--- config.mk ---
export PLATFORM = sky130hd
export DESIGN_NAME = wca_device_flat
export DESIGN_NICKNAME = d
export VERILOG_FILES = /design/src/rtl/wca_pkg.sv /design/src/rtl/wca_if.sv /design/src/rtl/wca_device.sv /design/src/flat_wrapper.sv
export SDC_FILE = /design/constraint.sdc
export NUM_CORES = 1
export LEC_CHECK = 0
export BUFFER_PORTS_ARGS = -buffer_cell sky130_fd_sc_hd__buf_2
export CAP_MARGIN = 40
export CORE_MARGIN = 1.5
export CORE_UTILIZATION = 40
export DETAILED_ROUTE_END_ITERATION = 12
export PLACE_DENSITY_LB_ADDON = 0.3
export SLEW_MARGIN = 30
export SYNTH_ARGS = -nofsm -noshare
export SYNTH_HDL_FRONTEND = slang
export SYNTH_SLANG_ARGS = --single-unit
--- constraint.sdc ---
create_clock -name CLK -period 3.9 [get_ports CLK]
set_input_delay 0.78 -clock CLK [delete_from_list [all_inputs] [get_ports CLK]]
set_output_delay 0.78 -clock CLK [all_outputs]
set_load 0.01 [all_outputs]
--- src/rtl/wca_pkg.sv ---
// Package for the write checksum checker and alert block
// Assumes one 25 MHz clock shared by controller and device ends
package wca_pkg;
    // Clock period in ns
    localparam int CLK_PERIOD_NS = 40;
    // Lane layout of an x16 device
    localparam int LANE_BITS = 8;
    localparam int LANES = 2;
    localparam int TREE_INPUTS = 36;
    localparam int BEATS = 4;
    localparam int NIBBLE = 4;
    // Checksum polynomial x^8+x^2+x+1
    localparam logic [7:0] CRC_POLY = 8'h07;
    localparam logic [7:0] CRC_INIT = 8'hFF;
    // Alert timing in clocks
    localparam logic [3:0] ALERT_LATENCY = 4'h3;
    localparam logic [3:0] ALERT_PULSE_WIDTH = 4'h6;
    localparam int PARITY_LOW_MIN = 45;
    // Mode register five and readout register three field positions
    localparam int MR5_ERR_BIT = 3;
    localparam int MR3_FLAG_BIT = 7;
    localparam logic [1:0] RESET_ERR = 2'h0;
    // Bit-serial checksum step over one tree input bit
    function automatic logic [7:0] crc_step(input logic [7:0] c, input logic b);
        logic fb;
        fb = c[7] ^ b;
        crc_step = {c[6:0], 1'b0} ^ (fb ? CRC_POLY : 8'h00);
    endfunction
endpackage

--- src/rtl/wca_if.sv ---
// Interface joining controller end and device end of the write checksum link
// Assumes the testbench resolves the open-drain alert wire from the enables
`timescale 1ns/1ps
interface wca_if;
    // Write burst: four transferred beats, upper byte lane in bits [15:8]
    logic wr_valid;
    logic [15:0] wr_data [4];
    logic [1:0] mask_lane [4];
    logic [15:0] wr_crc;
    logic col_addr_bit_two;
    // Mode register set for the error bit
    logic mrs_clear;
    // Open-drain alert: device drives low, controller pull-up
    logic alert_o;
    logic alert_oe;
    logic alert_in;
    modport dev (input wr_valid, wr_data, mask_lane, wr_crc, col_addr_bit_two, mrs_clear, alert_in,
        output alert_o, alert_oe);
    modport ctl (output wr_valid, wr_data, mask_lane, wr_crc, col_addr_bit_two, mrs_clear,
        input alert_in);
endinterface

--- src/rtl/wca_device.sv ---
// Device end: maps burst-chop-four data to trees, checks, drives alert
// Assumes writes arrive whole in one cycle from the link interface
// Overview of operation
// - Upper lane uses upper byte, ones after
// - Mask lanes feed 32-35 of each tree, else ones
// - Column bit two does not change tree mapping
// - Checksum errors share the open-drain alert
// - Alert low pulse six clocks; failures during the latency wait share one pulse
// - Controller distinguishes by width only
// - Controller tolerates long chained alert lows
// - Alert starts after checksum alert latency
// - Mismatch sets mode register five bit three
// - Error bit mirrored to readout register bit seven
// - Bits stay set until register write clears
// - Controller raises RETRY_REQ on short pulse
// - Controller may correlate failure to rank
// - Error process starts the next edge
// - Pulse ends at release, pull-up restores
// - Column bit two does not pick burst half order
// - Mask lanes feed only when enabled
// - Two identical 36-input trees, one per byte lane
`timescale 1ns/1ps
module wca_device (
    // Clock and reset
    input wire logic CLK,
    input wire logic RSTN,
    // Link to controller
    wca_if.dev LINK,
    // Configuration
    input wire logic MASK_OR_INV_EN,
    // Status
    output logic MODE_REG_FIVE_ERR,
    output logic READOUT_REG_THREE_FLAG,
    output logic ERR_EVENT
);
    // Latency sequencer, one-hot
    typedef enum logic [1:0] {
        ALERT_IDLE = 2'b01,
        ALERT_WAIT = 2'b10
    } wca_alert_t;

    typedef struct packed {
        logic err;
        logic flag;
        logic event_pulse;
        wca_alert_t alert;
        logic [3:0] lat_cnt;
        logic [3:0] pw_cnt;
        logic drive;
    } wca_dev_state_t;

    wca_dev_state_t st, next_st;
    logic [wca_pkg::TREE_INPUTS-1:0] tree_in [wca_pkg::LANES];
    logic [1:0] mismatch;
    logic write_bad;

    // Two trees, one per byte lane: map inputs, then fold them
    genvar g, b, t;
    generate
        for (g = 0; g < wca_pkg::LANES; g++) begin : g_tree
            for (b = 0; b < wca_pkg::LANE_BITS; b++) begin : g_bit
                for (t = 0; t < wca_pkg::BEATS; t++) begin : g_beat
                    // Either burst half lands in the same tree positions
                    assign tree_in[g][b*wca_pkg::BEATS+t] =
                        LINK.wr_data[t][g*wca_pkg::LANE_BITS+b];
                end
            end
            for (t = 0; t < wca_pkg::BEATS; t++) begin : g_mask
                // Mask lane inputs or ones
                assign tree_in[g][wca_pkg::TREE_INPUTS-wca_pkg::BEATS+t] =
                    MASK_OR_INV_EN ? LINK.mask_lane[t][g] : 1'b1;
            end
            // Serial fold of the 36 inputs
            always_comb begin
                logic [7:0] c;
                c = wca_pkg::CRC_INIT;
                for (int k = 0; k < wca_pkg::TREE_INPUTS; k++) begin
                    c = wca_pkg::crc_step(c, tree_in[g][k]);
                end
                mismatch[g] = (c != LINK.wr_crc[g*8 +: 8]);
            end
        end
    endgenerate

    // Any lane mismatch on a valid write is one event
    assign write_bad = LINK.wr_valid && (|mismatch);

    // Next state: latency, pulse and sticky bits
    always_comb begin
        next_st = st;
        next_st.event_pulse = 1'b0;
        if (write_bad) begin
            next_st.event_pulse = 1'b1;
        end
        // Pulse countdown first, so a new pulse start below wins
        if (st.drive) begin
            if (st.pw_cnt > 4'h1) begin
                next_st.pw_cnt = st.pw_cnt - 4'h1;
            end else begin
                next_st.drive = 1'b0;
                next_st.pw_cnt = 4'h0;
            end
        end
        // Latency wait; a new failure restarts it
        unique case (st.alert)
            ALERT_IDLE: begin
                if (write_bad) begin
                    next_st.alert = ALERT_WAIT;
                    next_st.lat_cnt = wca_pkg::ALERT_LATENCY;
                end
            end
            ALERT_WAIT: begin
                if (write_bad) begin
                    next_st.lat_cnt = wca_pkg::ALERT_LATENCY;
                end else if (st.lat_cnt > 4'h1) begin
                    next_st.lat_cnt = st.lat_cnt - 4'h1;
                end else begin
                    next_st.alert = ALERT_IDLE;
                    next_st.drive = 1'b1;
                    next_st.pw_cnt = wca_pkg::ALERT_PULSE_WIDTH;
                end
            end
            default: begin
                next_st.alert = ALERT_IDLE;
            end
        endcase
        // Clear first, set wins
        if (LINK.mrs_clear) begin
            next_st.err = 1'b0;
        end
        if (st.event_pulse) begin
            next_st.err = 1'b1;
        end
        next_st.flag = next_st.err;
    end

    // State register
    always_ff @(posedge CLK or negedge RSTN) begin
        if (!RSTN) begin
            st <= '0;
            st.alert <= ALERT_IDLE;
        end else begin
            st <= next_st;
        end
    end

    assign LINK.alert_o = 1'b0;
    assign LINK.alert_oe = st.drive;
    assign MODE_REG_FIVE_ERR = st.err;
    assign READOUT_REG_THREE_FLAG = st.flag;
    assign ERR_EVENT = st.event_pulse;
endmodule // wca_device

--- src/flat_wrapper.sv ---
// flat-port wrapper written by rule: the top's interface ports become plain ports
module wca_device_flat 
  (CLK, RSTN, MASK_OR_INV_EN, MODE_REG_FIVE_ERR, READOUT_REG_THREE_FLAG, ERR_EVENT, LINK_wr_valid, LINK_wr_data, LINK_mask_lane, LINK_wr_crc, LINK_col_addr_bit_two, LINK_mrs_clear, LINK_alert_in, LINK_alert_o, LINK_alert_oe);
  wca_if LINK_i ();
  input wire logic CLK;
  input wire logic RSTN;
  input wire logic MASK_OR_INV_EN;
  output logic MODE_REG_FIVE_ERR;
  output logic READOUT_REG_THREE_FLAG;
  output logic ERR_EVENT;
  input wire logic [$bits(LINK_i.wr_valid)-1:0] LINK_wr_valid;
  input wire logic [$bits(LINK_i.wr_data)-1:0] LINK_wr_data;
  input wire logic [$bits(LINK_i.mask_lane)-1:0] LINK_mask_lane;
  input wire logic [$bits(LINK_i.wr_crc)-1:0] LINK_wr_crc;
  input wire logic [$bits(LINK_i.col_addr_bit_two)-1:0] LINK_col_addr_bit_two;
  input wire logic [$bits(LINK_i.mrs_clear)-1:0] LINK_mrs_clear;
  input wire logic [$bits(LINK_i.alert_in)-1:0] LINK_alert_in;
  output wire logic [$bits(LINK_i.alert_o)-1:0] LINK_alert_o;
  output wire logic [$bits(LINK_i.alert_oe)-1:0] LINK_alert_oe;
  assign LINK_i.wr_valid = LINK_wr_valid;
  assign LINK_i.wr_data = {>>{LINK_wr_data}};
  assign LINK_i.mask_lane = {>>{LINK_mask_lane}};
  assign LINK_i.wr_crc = LINK_wr_crc;
  assign LINK_i.col_addr_bit_two = LINK_col_addr_bit_two;
  assign LINK_i.mrs_clear = LINK_mrs_clear;
  assign LINK_i.alert_in = LINK_alert_in;
  assign LINK_alert_o = LINK_i.alert_o;
  assign LINK_alert_oe = LINK_i.alert_oe;
  wca_device u_core (.CLK(CLK), .RSTN(RSTN), .LINK(LINK_i), .MASK_OR_INV_EN(MASK_OR_INV_EN), .MODE_REG_FIVE_ERR(MODE_REG_FIVE_ERR), .READOUT_REG_THREE_FLAG(READOUT_REG_THREE_FLAG), .ERR_EVENT(ERR_EVENT));
endmodule
Yosys cells after proc, flatten, opt, wreduce, memory -nomap -nowiden
Index checks and enable logic that the tools add are counted.
- flip-flop bits (word level): 13
- input port bits: 95
- output and inout port bits: 5
- logic and storage cells: 262
- add/sub/neg operators: 2
- magnitude comparators: 2
- equal/unequal tests: 8
- multiplexer cells: 96
- bitwise logic cells: 142
- reduce and logical (&&, ||, !) cells: 6
- operators by type and width (operator ; count):
    XOR 8 bit ; 70
    2-to-1 mux 3 bit ; 72
    XOR 1 bit ; 70
    2-to-1 mux 5 bit ; 4
    != test 8 bit ; 2
    NOT 7 bit ; 2
    2-to-1 mux 1 bit ; 12
    2-to-1 mux 4 bit ; 3
    greater-than comparator 4 x 1 -> 1 bit, second input constant ; 2
    case mux 4 bit (2 select lines) ; 1
    subtractor 4 x 1 -> 4 bit, second input constant ; 2
    2-to-1 mux 6 bit ; 1
    AND reduction 3 bit ; 2
    2-to-1 mux 2 bit ; 2
    != test 2 bit, second input constant ; 2
    case mux 2 bit (2 select lines) ; 1
    nonzero test 2 bit ; 2
    != test 3 x 1 -> 1 bit, second input constant ; 1
    == test 2 x 1 -> 1 bit, second input constant ; 1
    == test 2 bit, second input constant ; 1
    != test 2 x 1 -> 1 bit, second input constant ; 1
    OR reduction 2 bit ; 1
    logical AND 1 bit ; 1

Logic depth before layout (Yosys ltp)
Gate-level depths: netlist of run 1.
- depth in word-level cells: 112
- mapped depth: 13
- mapped depth without buffers: 11

Worst setup path before layout of run 1
Ideal clock, no wire load.
- path type: input-to-reg
- start point: input LINK_wr_data[16]
- end point: register u_core.st[5] (netlist bit)
- library setup time: 0.127 ns
- arrival: 4.313 ns
- required time: 3.773 ns
- path slack: -0.539 ns
- stages on the path: 13
- path buffers: 2
- path through: buf_6 > xnor3_1 > xor3_2 > xnor2_1 > xnor2_1 > xor3_2 > xnor3_1 > a2111o_1 > or4_1 > o31a_1 > buf_6 > a31oi_4 > a21oi_1
- longest elaborated chain between the ends: 51
- elaborated cells on any way between the ends: 92
- those cells by class: eq/ne: 3; mux: 27; bitwise: 59; reduce/logical: 3
- RTL lines (element ; RTL line ; RTL):
    from (decl) ; flat_wrapper.sv:12 ; input wire logic [$bits(LINK_i.wr_data)-1:0] LINK_wr_data;
    XOR 1 bit (*) ; wca_pkg.sv:26 ; fb = c[7] ^ b;
    2-to-1 mux 3 bit (*) ; wca_pkg.sv:27 ; crc_step = {c[6:0], 1'b0} ^ (fb ? CRC_POLY : 8'h00);
    XOR 8 bit (*) (6 in a row) ; wca_pkg.sv:27 ;
    XOR 1 bit / XOR 8 bit (equally long branches) ; wca_pkg.sv:26, wca_pkg.sv:27 ;
    2-to-1 mux 3 bit (tied with other cells) ; wca_pkg.sv:27 ;
    XOR 8 bit (*) (6 in a row) ; wca_pkg.sv:27 ;
    XOR 1 bit / XOR 8 bit (equally long branches) ; wca_pkg.sv:26, wca_pkg.sv:27 ;
    2-to-1 mux 3 bit (tied with other cells) ; wca_pkg.sv:27 ;
    (+25 left out) ; n/a ;
    XOR 1 bit (tied with other cells) ; wca_pkg.sv:26 ;
    2-to-1 mux 3 bit / XOR 8 bit (equally long branches) ; wca_pkg.sv:27 ;
    XOR 8 bit (*) ; wca_pkg.sv:27 ;
    != test 8 bit (*) ; wca_device.sv:80 ; mismatch[g] = (c != LINK.wr_crc[g*8 +: 8]);
    OR reduction 2 bit (*) ; wca_device.sv:86 ; assign write_bad = LINK.wr_valid && (|mismatch);
    logical AND 1 bit (*) ; wca_device.sv:86 ;
    != test 3 x 1 -> 1 bit (no line) (tied with other cells) ; n/a ;
    AND reduction 3 bit (no line) / case mux 4 bit (2 select lines) (equally long branches) ; n/a ;
    to (signal assigned) ; wca_device.sv:143 ; st <= next_st;
    to (decl) ; wca_device.sv:52 ; wca_dev_state_t st, next_st;
Mark *: on every way between the ends. The rest lies on a longest branch, timed or not.
A chain may end at the register's enable or synchronous reset.

Worst setup path in the final report of run 1
- start point: input LINK_wr_data[17]
- end point: register u_core.st[5] (netlist bit)
- longest elaborated chain between the ends: 45
- elaborated cells on any way between the ends: 80
- those cells by class: eq/ne: 3; mux: 23; bitwise: 51; reduce/logical: 3
- RTL lines (element ; RTL line):
    XOR 1 bit (*) ; wca_pkg.sv:26
    2-to-1 mux 3 bit (*) ; wca_pkg.sv:27
    XOR 8 bit (*) (6 in a row) ; wca_pkg.sv:27
    XOR 1 bit / XOR 8 bit (equally long branches) ; wca_pkg.sv:26, wca_pkg.sv:27
    2-to-1 mux 3 bit (tied with other cells) ; wca_pkg.sv:27
    XOR 8 bit (*) (7 in a row) ; wca_pkg.sv:27
    XOR 1 bit (tied with other cells) ; wca_pkg.sv:26
    2-to-1 mux 3 bit (tied with other cells) ; wca_pkg.sv:27
    (+18 left out) ; n/a
    XOR 1 bit (tied with other cells) ; wca_pkg.sv:26
    2-to-1 mux 3 bit / XOR 8 bit (equally long branches) ; wca_pkg.sv:27
    XOR 8 bit (*) ; wca_pkg.sv:27
    != test 8 bit (*) ; wca_device.sv:80
    OR reduction 2 bit (*) ; wca_device.sv:86
    logical AND 1 bit (*) ; wca_device.sv:86
    != test 3 x 1 -> 1 bit (no line) (tied with other cells) ; n/a
    AND reduction 3 bit (no line) / case mux 4 bit (2 select lines) (equally long branches) ; n/a
Marks and branches as above.

==> results of run 1 <==
==> placed cells by master (no fill, tap or decap), drive strengths merged, types with 4 or more instances in the layout <==
cell type  Yosys  final
inv            8      8
xor2          27     27
xnor2         98     98
xnor3         31     31
ha             4      4
nand3          4      4
nand2b         7      7
nand2          7      7
mux2i          7      7
clkbuf         1      4
buf            4    164
nor2          14     14
xor3          10     10
a21oi          6      6
dfrtp         12     12
nor2b          5      5
==> area by class of cell <==
type / count / area share, %
clock buffer: 4 / 1.07
inverter: 8 / 0.713
multi-input combinational: 247 / 63.4
timing repair buffer: 164 / 24.1
tap: 99 / 2.94
sequential: 13 / 7.76
==> power breakdown <==
group / total, mW / internal (mW) / switching, mW
Sequential: 0.234 / 0.187 / 0.0471
Clock: 0.121 / 0.0722 / 0.0490
Combinational: 2.62 / 1.55 / 1.06
Total: 2.97 / 1.81 / 1.16
==> metrics by stage <==
stage | hold slack (ns) | std cells | TNS, ns | setup WS [ns] | instance area, sq um
after floorplan | 0.482 | 273 | -1.76 | -0.187 | 3020
after global placement | 0.430 | 529 | -4.78 | -0.454 | 4080
after detailed placement | 0.440 | 529 | -5.22 | -0.502 | 4080
after CTS | 0.414 | 535 | -1.10 | -0.137 | 4190
after global routing | 0.424 | 535 | -2.79 | -0.304 | 4210
final | 0.406 | 535 | -1.31 | -0.146 | 4210
==> cells by family (layout without fill, tap and decap cells) <==
kind of cell | Yosys count | in the layout
DFF | 13 | 13
other | 1 | 1
xor gates and xnor gates | 166 | 166
adders and majority gates | 4 | 4
muxes | 7 | 7
and+or+nand+nor | 51 | 51
AOI/OAI and AO/OA | 18 | 18
buffers and inverters | 13 | 176
==> sequential cells by signal (all words and copies together) (netlist names) <==
signal and flops:
u_core.LINK.alert_oe 1, u_core.ERR_EVENT 1, u_core.st 10, u_core.MODE_REG_FIVE_ERR 1
==> worst max-delay path, delay by kind of cell <==
family / cells / cell delay [ns]
AOI/OAI and AO/OA: 4 / 1.02
xor gates and xnor gates: 6 / 1.88
buffers and inverters: 1 / 0.07
and+or+nand+nor: 1 / 0.42
==> worst max path at each step <==
| stage | start | slack, ns | to | cells after the start |
|---|---|---|---|---|
| finish | LINK_wr_data[17] | -0.15 | u_core.st[5]$_DFFE_PN0P_ | 12 |
| CTS | LINK_wr_data[17] | -0.14 | u_core.st[6]$_DFFE_PN0P_ | 12 |
| detailed placement | LINK_wr_data[34] | -0.50 | u_core.st[6]$_DFFE_PN0P_ | 12 |
| global placement | LINK_wr_data[17] | -0.45 | u_core.st[5]$_DFFE_PN0P_ | 12 |
| global route | LINK_wr_data[17] | -0.30 | u_core.st[6]$_DFFE_PN0P_ | 12 |
| floorplan | LINK_wr_data[17] | -0.19 | u_core.st[5]$_DFFE_PN0P_ | 12 |
==> metal layers <==
layer	track usage [%]	vias to the layer above
met5	0	-
met4	3.50	0
met3	0.646	9
met2	28.0	47
met1	23.3	1060
li1	-	1223
==> timing repair <==
item	in CTS	in global routing
pin swaps	2	4
endpoints found under the setup margin	11	11
gates resized for setup	11	5
buffers inserted	2	0
==> impl_metrics.toml, run 1 <==
[grt]
antenna_found_initial = 0
overflow = 0
grtUsageTotal_pct = 16.4
grt_pass1_vias = 2379
grt_max_degree = 14
grt_first_pass_wirelength_mm = 10.2

[logic_synthesis]
synth_common_cells = "xnor2_1, xnor3_1, xor2_1, nor2_1, dfrtp_1"
syn_nets = 372
synth_top_family_by_area = "XOR/XNOR gates"
synthAdderAreaFrac_pct = 1.68
netlist_instances = 273
ys_seq_elements = 13
synth_compound_area_share_pct = 4.66
synth.most_common_cell = "xnor2_1"
synth-xor-area-share_pct = 68.6
ys_top_cells_by_area = "xnor2_1, xnor3_1, dfrtp_1, xor2_1, xor3_1"
synth_edf_count = 0
yosysUniqueCellTypes = 41
yosys_warnings = 0
syn_avg_cell_area_sq_um = 10.9
synth_largest_area_cell = "xnor2_1"
yosys.area_share.simple_pct = 9.27
syn-cell-area_sq_um = 2980
synthFlopType = "dfrtp_1"
synthMuxAreaShare_pct = 2.35
yosys.area.top_type_share_pct = 28.5
async_flop_share_pct = 100
ys_seq_area_share_pct = 11.0

[sta]
tightest_slew_ns = 0.523
skew_ns = 0.00437
setup_viol = 11
worst_slack_ns = -0.146
layout_min_cycle_time_ns = 4.05
clock.fmax_mhz = 247
rsz0062_at_grt = "true"
slew_headroom_pct = 64.9
hold_viol = 0
post-route-period-util_pct = 104
drv_slew = 0

[critical_path]
crit_path_end_kind = "flop"
cp.required_ns = 4.03
timing.rr.start = "u_core.st[5]$_DFFE_PN0P_"
crit_slowest_cell = "xnor3_4"
startpoint_type = "primary input"
crit_top_cell = "xnor3_1"
arrival_ns = 4.17
worstSetupPathType = "in2reg"
worstPathCellList = "buf_6 > xnor3_4 > xor2_2 > xnor3_1 > xnor2_2 > xnor3_1 > xnor3_1 > a2111o_1 > or4_4 > o31a_4 > a31oi_4 > a21oi_1"
reg2reg_depth = 6
critPathMaxFanout = 8
r2r_slack_ns = 1.78
slowest_delay_ns = 0.50
r2r-end = "u_core.st[8]$_DFFE_PN0P_"

[clock_tree]
clock_path_buffers = 2
cts.sinks = 13
root_buffer = "clkbuf_8"
clkTransAtPathRegs_ns = 0.06
insertion_delay_ns = 0.25
tritoncts = "done"
cts_buffers = 3
cts_hold_buf = 0
htree_levels = 1

[pwr]
total_power_mw = 2.97
p_leak_nw = 2.17
power.density_nw_per_um2 = 706
peakVddDrop_mv = 0.395

[route]
top_layer = "met4"
met3_length_um = 148
wl_met2_mm = 3.08
drc = 0
detail-route-antenna-nets = 0
firstDrtPassIters = 6
wire_per_inst_um = 11.9
viasPerCell = 4.37
wirelength_mm = 6.38
drtIter0Drc = 29
vias = 2339
drt-met1-wl_mm = 3.08

[status]
violations = "setup timing"
status = "complete, but fails checks"

[layout]
n_antenna_cell = 0
multi_input_area_sq_um = 2670
area_delta_synth_final_pct = 41.2
n_fill_cell = 667
drive_gt1_share_pct = 44.0
nets = 536
seq_area_sq_um = 327
final_core_util_pct = 58.3

[hold_path]
hold_path.class = "in2async"

[floorplanning]
die_w_um = 89.3
die_h_um = 89.3
io_pins = 100
dieArea_sq_um = 7980
initial_core_util_pct = 41.3
core_sq_um = 7210
placementRows = 31

[placement]
io_buffers = 96
place_congestion = 0.826
hpwl_mm = 5.59

[job]
cap_violations = 0
Power figures use the tool's default switching activity.
==> inputs of run 2 (changes only) <==
Clock period 3.9 ns to 4 ns, I/O delays scaled along.
==> run 2 against run 1 <==
  * The flow still finishes with violations (setup timing)
  * Sequential power about the same
  * Sequential cell count unchanged
  * Sequential share of layout area about the same
  * Setup slack improved by 0.10 ns
  * First-iteration DRC count increased by 31%
  * Clock power about the same
  * Power decreased by 0.17%
  * Hold slack improved by 0.023 ns
==> impl_metrics.toml, run 2 (same netlist as run 1, synthesis figures left out) <==
[status]
status = "complete, but fails checks"
violations = "setup timing"

[clock_tree]
insertion_delay_ns = 0.25
clkTransAtPathRegs_ns = 0.06
tritoncts = "done"
cts_buffers = 3
clock_path_buffers = 2
cts_hold_buf = 0
cts.sinks = 13
root_buffer = "clkbuf_8"
htree_levels = 1

[pwr]
power.density_nw_per_um2 = 706
p_clk_share_pct = 4.0
internal-power_mw = 1.78
peakVddDrop_mv = 0.527
p_leak_nw = 2.16
p_comb_share_pct = 88.2
seq_power_share_pct = 7.8
total_power_mw = 2.97
p_switching_mw = 1.18
switching_share_pct = 39.9

[sta]
tightest_slew_ns = 0.593
skew_ns = 0.00473
setup_viol = 6
hold_viol = 0
finalSetupTns_ns = -0.177
slew_headroom_pct = 60.2
drv_slew = 0
worst_slack_ns = -0.0413
post-route-period-util_pct = 101
rsz0062_at_grt = "true"
clock.fmax_mhz = 247
layout_min_cycle_time_ns = 4.04

[critical_path]
reg2reg_depth = 6
crit_path_end_kind = "flop"
crit_slowest_cell = "xnor3_4"
worstPathCellList = "buf_2 > xnor3_4 > xor2_2 > xnor3_1 > xnor2_2 > xnor3_1 > xnor3_1 > a2111o_1 > or4_4 > o31a_4 > a31oi_4 > a211o_1"
crit_top_cell = "xnor3_1"
startpoint_type = "primary input"
arrival_ns = 4.23
slowest_delay_ns = 0.49
r2r-end = "u_core.st[8]$_DFFE_PN0P_"
worstSetupPathType = "in2reg"
path_delay_family = "XOR/XNOR gates"
r2r_slack_ns = 1.83
cp.required_ns = 4.19
timing.rr.start = "u_core.st[5]$_DFFE_PN0P_"
critPathBufInv = 1
critPathMaxFanout = 6

[layout]
largest_register_ffs = 10
n_antenna_cell = 0
layoutNonFillerInstCount = 533
final_common_cell = "buf_2"
n_fill_cell = 667
multi_input_area_sq_um = 2680
nets = 534
area_delta_synth_final_pct = 40.8
drive_gt1_share_pct = 44.0
layout_common_cells = "buf_2, xnor2_1, buf_4"
final_core_util_pct = 58.2
top_register = "u_core.st"
seq_area_sq_um = 327

[placement]
dpl.cell_count = 521
place_congestion = 0.811
io_buffers = 96
hpwl_mm = 5.67

[hold_path]
hold_path.class = "in2async"

[route]
vias = 2377
firstDrtPassIters = 4
drtIter0Drc = 38
wire_per_inst_um = 12.4
viasPerCell = 4.46
wirelength_mm = 6.61
detail-route-antenna-nets = 0
drc = 0

[floorplanning]
io_pins = 100
placementRows = 31
initial_core_util_pct = 41.3
dieArea_sq_um = 7980
core_sq_um = 7210
die_w_um = 89.3
die_h_um = 89.3

[grt]
antenna_found_initial = 0
grt_pass1_vias = 2397
grtUsageTotal_pct = 16.8
overflow = 0
grt_first_pass_wirelength_mm = 10.4
grt_max_degree = 14

[job]
cap_violations = 0
-- run 2: cell count changes in the layout (fill, tap and decap cells not counted) --
cell | previous run | this run
buf_4 | 68 | 65
nor2_1 | 14 | 13
nor2_2 | 0 | 1
o31a_2 | 0 | 1
-- run 2: layout make-up --
cell class              instances  share of cell area [%]
repair buffers                161                    23.6
clock buffers                   4                    1.07
multi-input cells             248                    63.9
inverters                       8                   0.715
well taps                      99                    2.95
flip-flops and latches         13                    7.78
-- run 2: routing by layer --
metal / vias up / global-route usage, % / part of all wire, % / wire length, um
met1: 1093 / 23.9 / 47 / 3090
met5: - / 0 / 0 / 0
met3: 5 / 1.20 / 3.4 / 226
li1: 1228 / - / - / -
met4: 0 / 2.24 / 0.70 / 46
met2: 51 / 28.8 / 49 / 3240
-- run 2: repair_timing --
| action | 4_1_cts | 5_1_grt |
|---|---|---|
| setup buffers | 5 | 2 |
| endpoints found under the setup margin | 11 | 12 |
| pin swaps | 4 | 6 |
| resized for setup | 10 | 7 |
| hold endpoints to repair | 0 | 0 |
| gates cloned | 1 | 0 |
-- run 2: worst max path at each step --
| stage | startpoint | cells past startpoint | end | slack (ns) |
|---|---|---|---|---|
| final | LINK_wr_data[17] | 12 | u_core.st[7]$_DFFE_PN0P_ | -0.04 |
| after floorplan | LINK_wr_data[17] | 12 | u_core.st[5]$_DFFE_PN0P_ | -0.11 |
| after detailed placement | LINK_wr_data[17] | 12 | u_core.st[7]$_DFFE_PN0P_ | -0.42 |
| after CTS | LINK_wr_data[52] | 12 | u_core.st[8]$_DFFE_PN0P_ | -0.04 |
| after global placement | LINK_wr_data[17] | 12 | u_core.st[5]$_DFFE_PN0P_ | -0.39 |
| after global routing | LINK_wr_data[34] | 12 | u_core.st[7]$_DFFE_PN0P_ | -0.21 |
-- run 2: through the flow --
stage	hold slack [ns]	cell area [sq um]	setup slack (ns)
after floorplan	0.482	3020	-0.107
after global placement	0.431	4020	-0.387
after detailed placement	0.443	4020	-0.424
after CTS	0.437	4150	-0.0436
after global routing	0.455	4200	-0.214
final	0.429	4200	-0.0413
-- run 2: power by group through the flow --
stage	combinational, mW	clock (mW)	sequential [mW]
3_5_place_dp	2.52	0	0.231
3_3_place_gp	2.47	0	0.227
6_report	2.62	0.119	0.231
4_1_cts	2.61	0.122	0.230
2_1_floorplan	1.87	0	0.220
5_1_grt	2.84	0.127	0.240
==> inputs of run 3 (changes only) <==
Settings changed: CORE_ASPECT_RATIO from default to 1.5, SKIP_LAST_GASP from default to 1.
==> run 3 against run 2 <==
  * The run still ends with setup timing left
  * Design area rose by 0.48%
  * Fmax decreased by 0.74%
  * Count of clock-buffer cells in the layout did not move
  * Critical path type unchanged
  * Largest cell class unchanged
==> impl_metrics.toml, run 3 (same netlist as run 1, synthesis figures left out) <==
[floorplanning]
core_sq_um = 7230
placementRows = 38
die_w_um = 73.5
initial_core_util_pct = 41.3
die_h_um = 109
dieArea_sq_um = 7990
io_pins = 100

[grt]
grt_max_degree = 14
grt_pass1_vias = 2581
overflow = 0
grt_first_pass_wirelength_mm = 10.7
antenna_found_initial = 0
grtUsageTotal_pct = 17.0

[layout]
drive_gt1_share_pct = 44.3
final_common_cell = "buf_2"
layout_common_cells = "buf_2, xnor2_1, buf_4"
layoutNonFillerInstCount = 536
design_area_sq_um = 4220
largest_register_ffs = 10
top_register = "u_core.st"
n_antenna_cell = 0
nets = 536
area_delta_synth_final_pct = 41.5

[clock_tree]
htree_levels = 1
tritoncts = "done"
cts_hold_buf = 0
clock_path_buffers = 2
clkTransAtPathRegs_ns = 0.05
cts.sinks = 13
cts_buffers = 3
insertion_delay_ns = 0.24
root_buffer = "clkbuf_8"

[placement]
hpwl_mm = 5.72
dpl.cell_count = 525
place_area_sq_um = 4040
io_buffers = 96
place_congestion = 0.803
dp_worst_setup_slack_ns = -0.421

[sta]
rsz0062_at_grt = "true"
layout_min_cycle_time_ns = 4.07
slew_headroom_pct = 61.2
post-route-period-util_pct = 102
worst_slack_ns = -0.0713
setup_viol = 10
drv_slew = 0
clock.fmax_mhz = 246
hold_viol = 0
skew_ns = 0.00101
tightest_slew_ns = 0.577

[critical_path]
arrival_ns = 4.25
startpoint_type = "primary input"
critPathMaxFanout = 6
crit_slowest_cell = "xnor3_2"
r2r-end = "u_core.st[8]$_DFFE_PN0P_"
r2r_slack_ns = 1.84
timing.rr.start = "u_core.st[5]$_DFFE_PN0P_"
reg2reg_depth = 6
crit_top_cell = "xnor3_1"
cp.required_ns = 4.18
slowest_delay_ns = 0.47
worstSetupPathType = "in2reg"
worstPathCellList = "buf_8 > xor3_1 > xnor3_2 > xor2_1 > xnor2_1 > xnor3_1 > xnor3_1 > a2111o_1 > or4_4 > o31a_4 > a31oi_4 > a211o_1"
crit_path_end_kind = "flop"

[pwr]
p_leak_nw = 2.17
power.density_nw_per_um2 = 715
peakVddDrop_mv = 0.458

[route]
met3_length_um = 207
top_layer = "met3"
wirelength_mm = 6.64
detail-route-antenna-nets = 0
viasPerCell = 4.47
drtIter0Drc = 92
vias = 2398
drt-met1-wl_mm = 2.46
drc = 0
firstDrtPassIters = 4
wl_met2_mm = 3.97
wire_per_inst_um = 12.4

[job]
cap_violations = 0

[status]
violations = "setup timing"
status = "complete, but fails checks"

[hold_path]
hold_path.class = "in2async"
run 3: changes by cell type in the layout (fill, tap and decap cells not counted):
cell,change
xor2_1,+1
xor3_2,-1
a21oi_2,+2
xnor2_2,+1
nor2_1,+1
xor3_1,+1
buf_4,+2
a21oi_1,-2
xor2_2,-1
xnor2_1,-1
nor2_2,-1
run 3: stage by stage:
stage                     TNS [ns]  util, %  power [mW]  hold slack [ns]
final                       -0.378     58.4        3.02            0.444
after global routing         -1.54     58.4        3.29            0.450
after CTS                   -0.316     57.8        3.04            0.447
after detailed placement     -4.47     55.9        2.80            0.456
after global placement       -4.00     55.9        2.74            0.428
after floorplan             -0.879        -        2.09            0.482
run 3: worst max path at each step:
stage | start | endpoint | depth (start not counted)
floorplan | LINK_wr_data[17] | u_core.st[5]$_DFFE_PN0P_ | 12
global placement | LINK_wr_data[17] | u_core.st[5]$_DFFE_PN0P_ | 12
detailed placement | LINK_wr_data[17] | u_core.st[5]$_DFFE_PN0P_ | 12
CTS | LINK_wr_data[19] | u_core.st[7]$_DFFE_PN0P_ | 12
global route | LINK_wr_data[19] | u_core.st[7]$_DFFE_PN0P_ | 12
finish | LINK_wr_data[33] | u_core.st[7]$_DFFE_PN0P_ | 12
run 3: report_power, final:
part	internal [mW]	switching, mW
clock network	0.0701	0.0428
logic	1.59	1.09
registers	0.182	0.0475
total	1.84	1.18
run 3: cell type report:
| type | instances | area, sq um |
|---|---|---|
| inverters | 8 | 30.0 |
| clock buffers | 4 | 45.0 |
| fillers | 654 | 3010 |
| repair buffers | 163 | 1010 |
| well taps | 100 | 125 |
| multi-input cells | 248 | 2690 |
| flip-flops and latches | 13 | 327 |
run 3: layer usage:
metal | global-route usage (%) | vias to the layer above
met4 | 1.46 | 0
li1 | - | 1233
met2 | 37.2 | 56
met3 | 0.647 | 0
met5 | 0 | -
met1 | 17.4 | 1109
run 3: timing repair:
action	CTS	global route
setup endpoints to repair	11	11
gates cloned	1	0
gates resized for setup	8	10
endpoints found under the hold margin	0	0
setup buffers	5	1
pin swaps	11	11
run 3: critical path: cells and delay by family:
family,cells,cell delay (ns)
XOR/XNOR,6,1.86
AO/OA/AOI/OAI,4,1.06
AND/OR/NAND/NOR,1,0.43
buffers and inverters,1,0.10
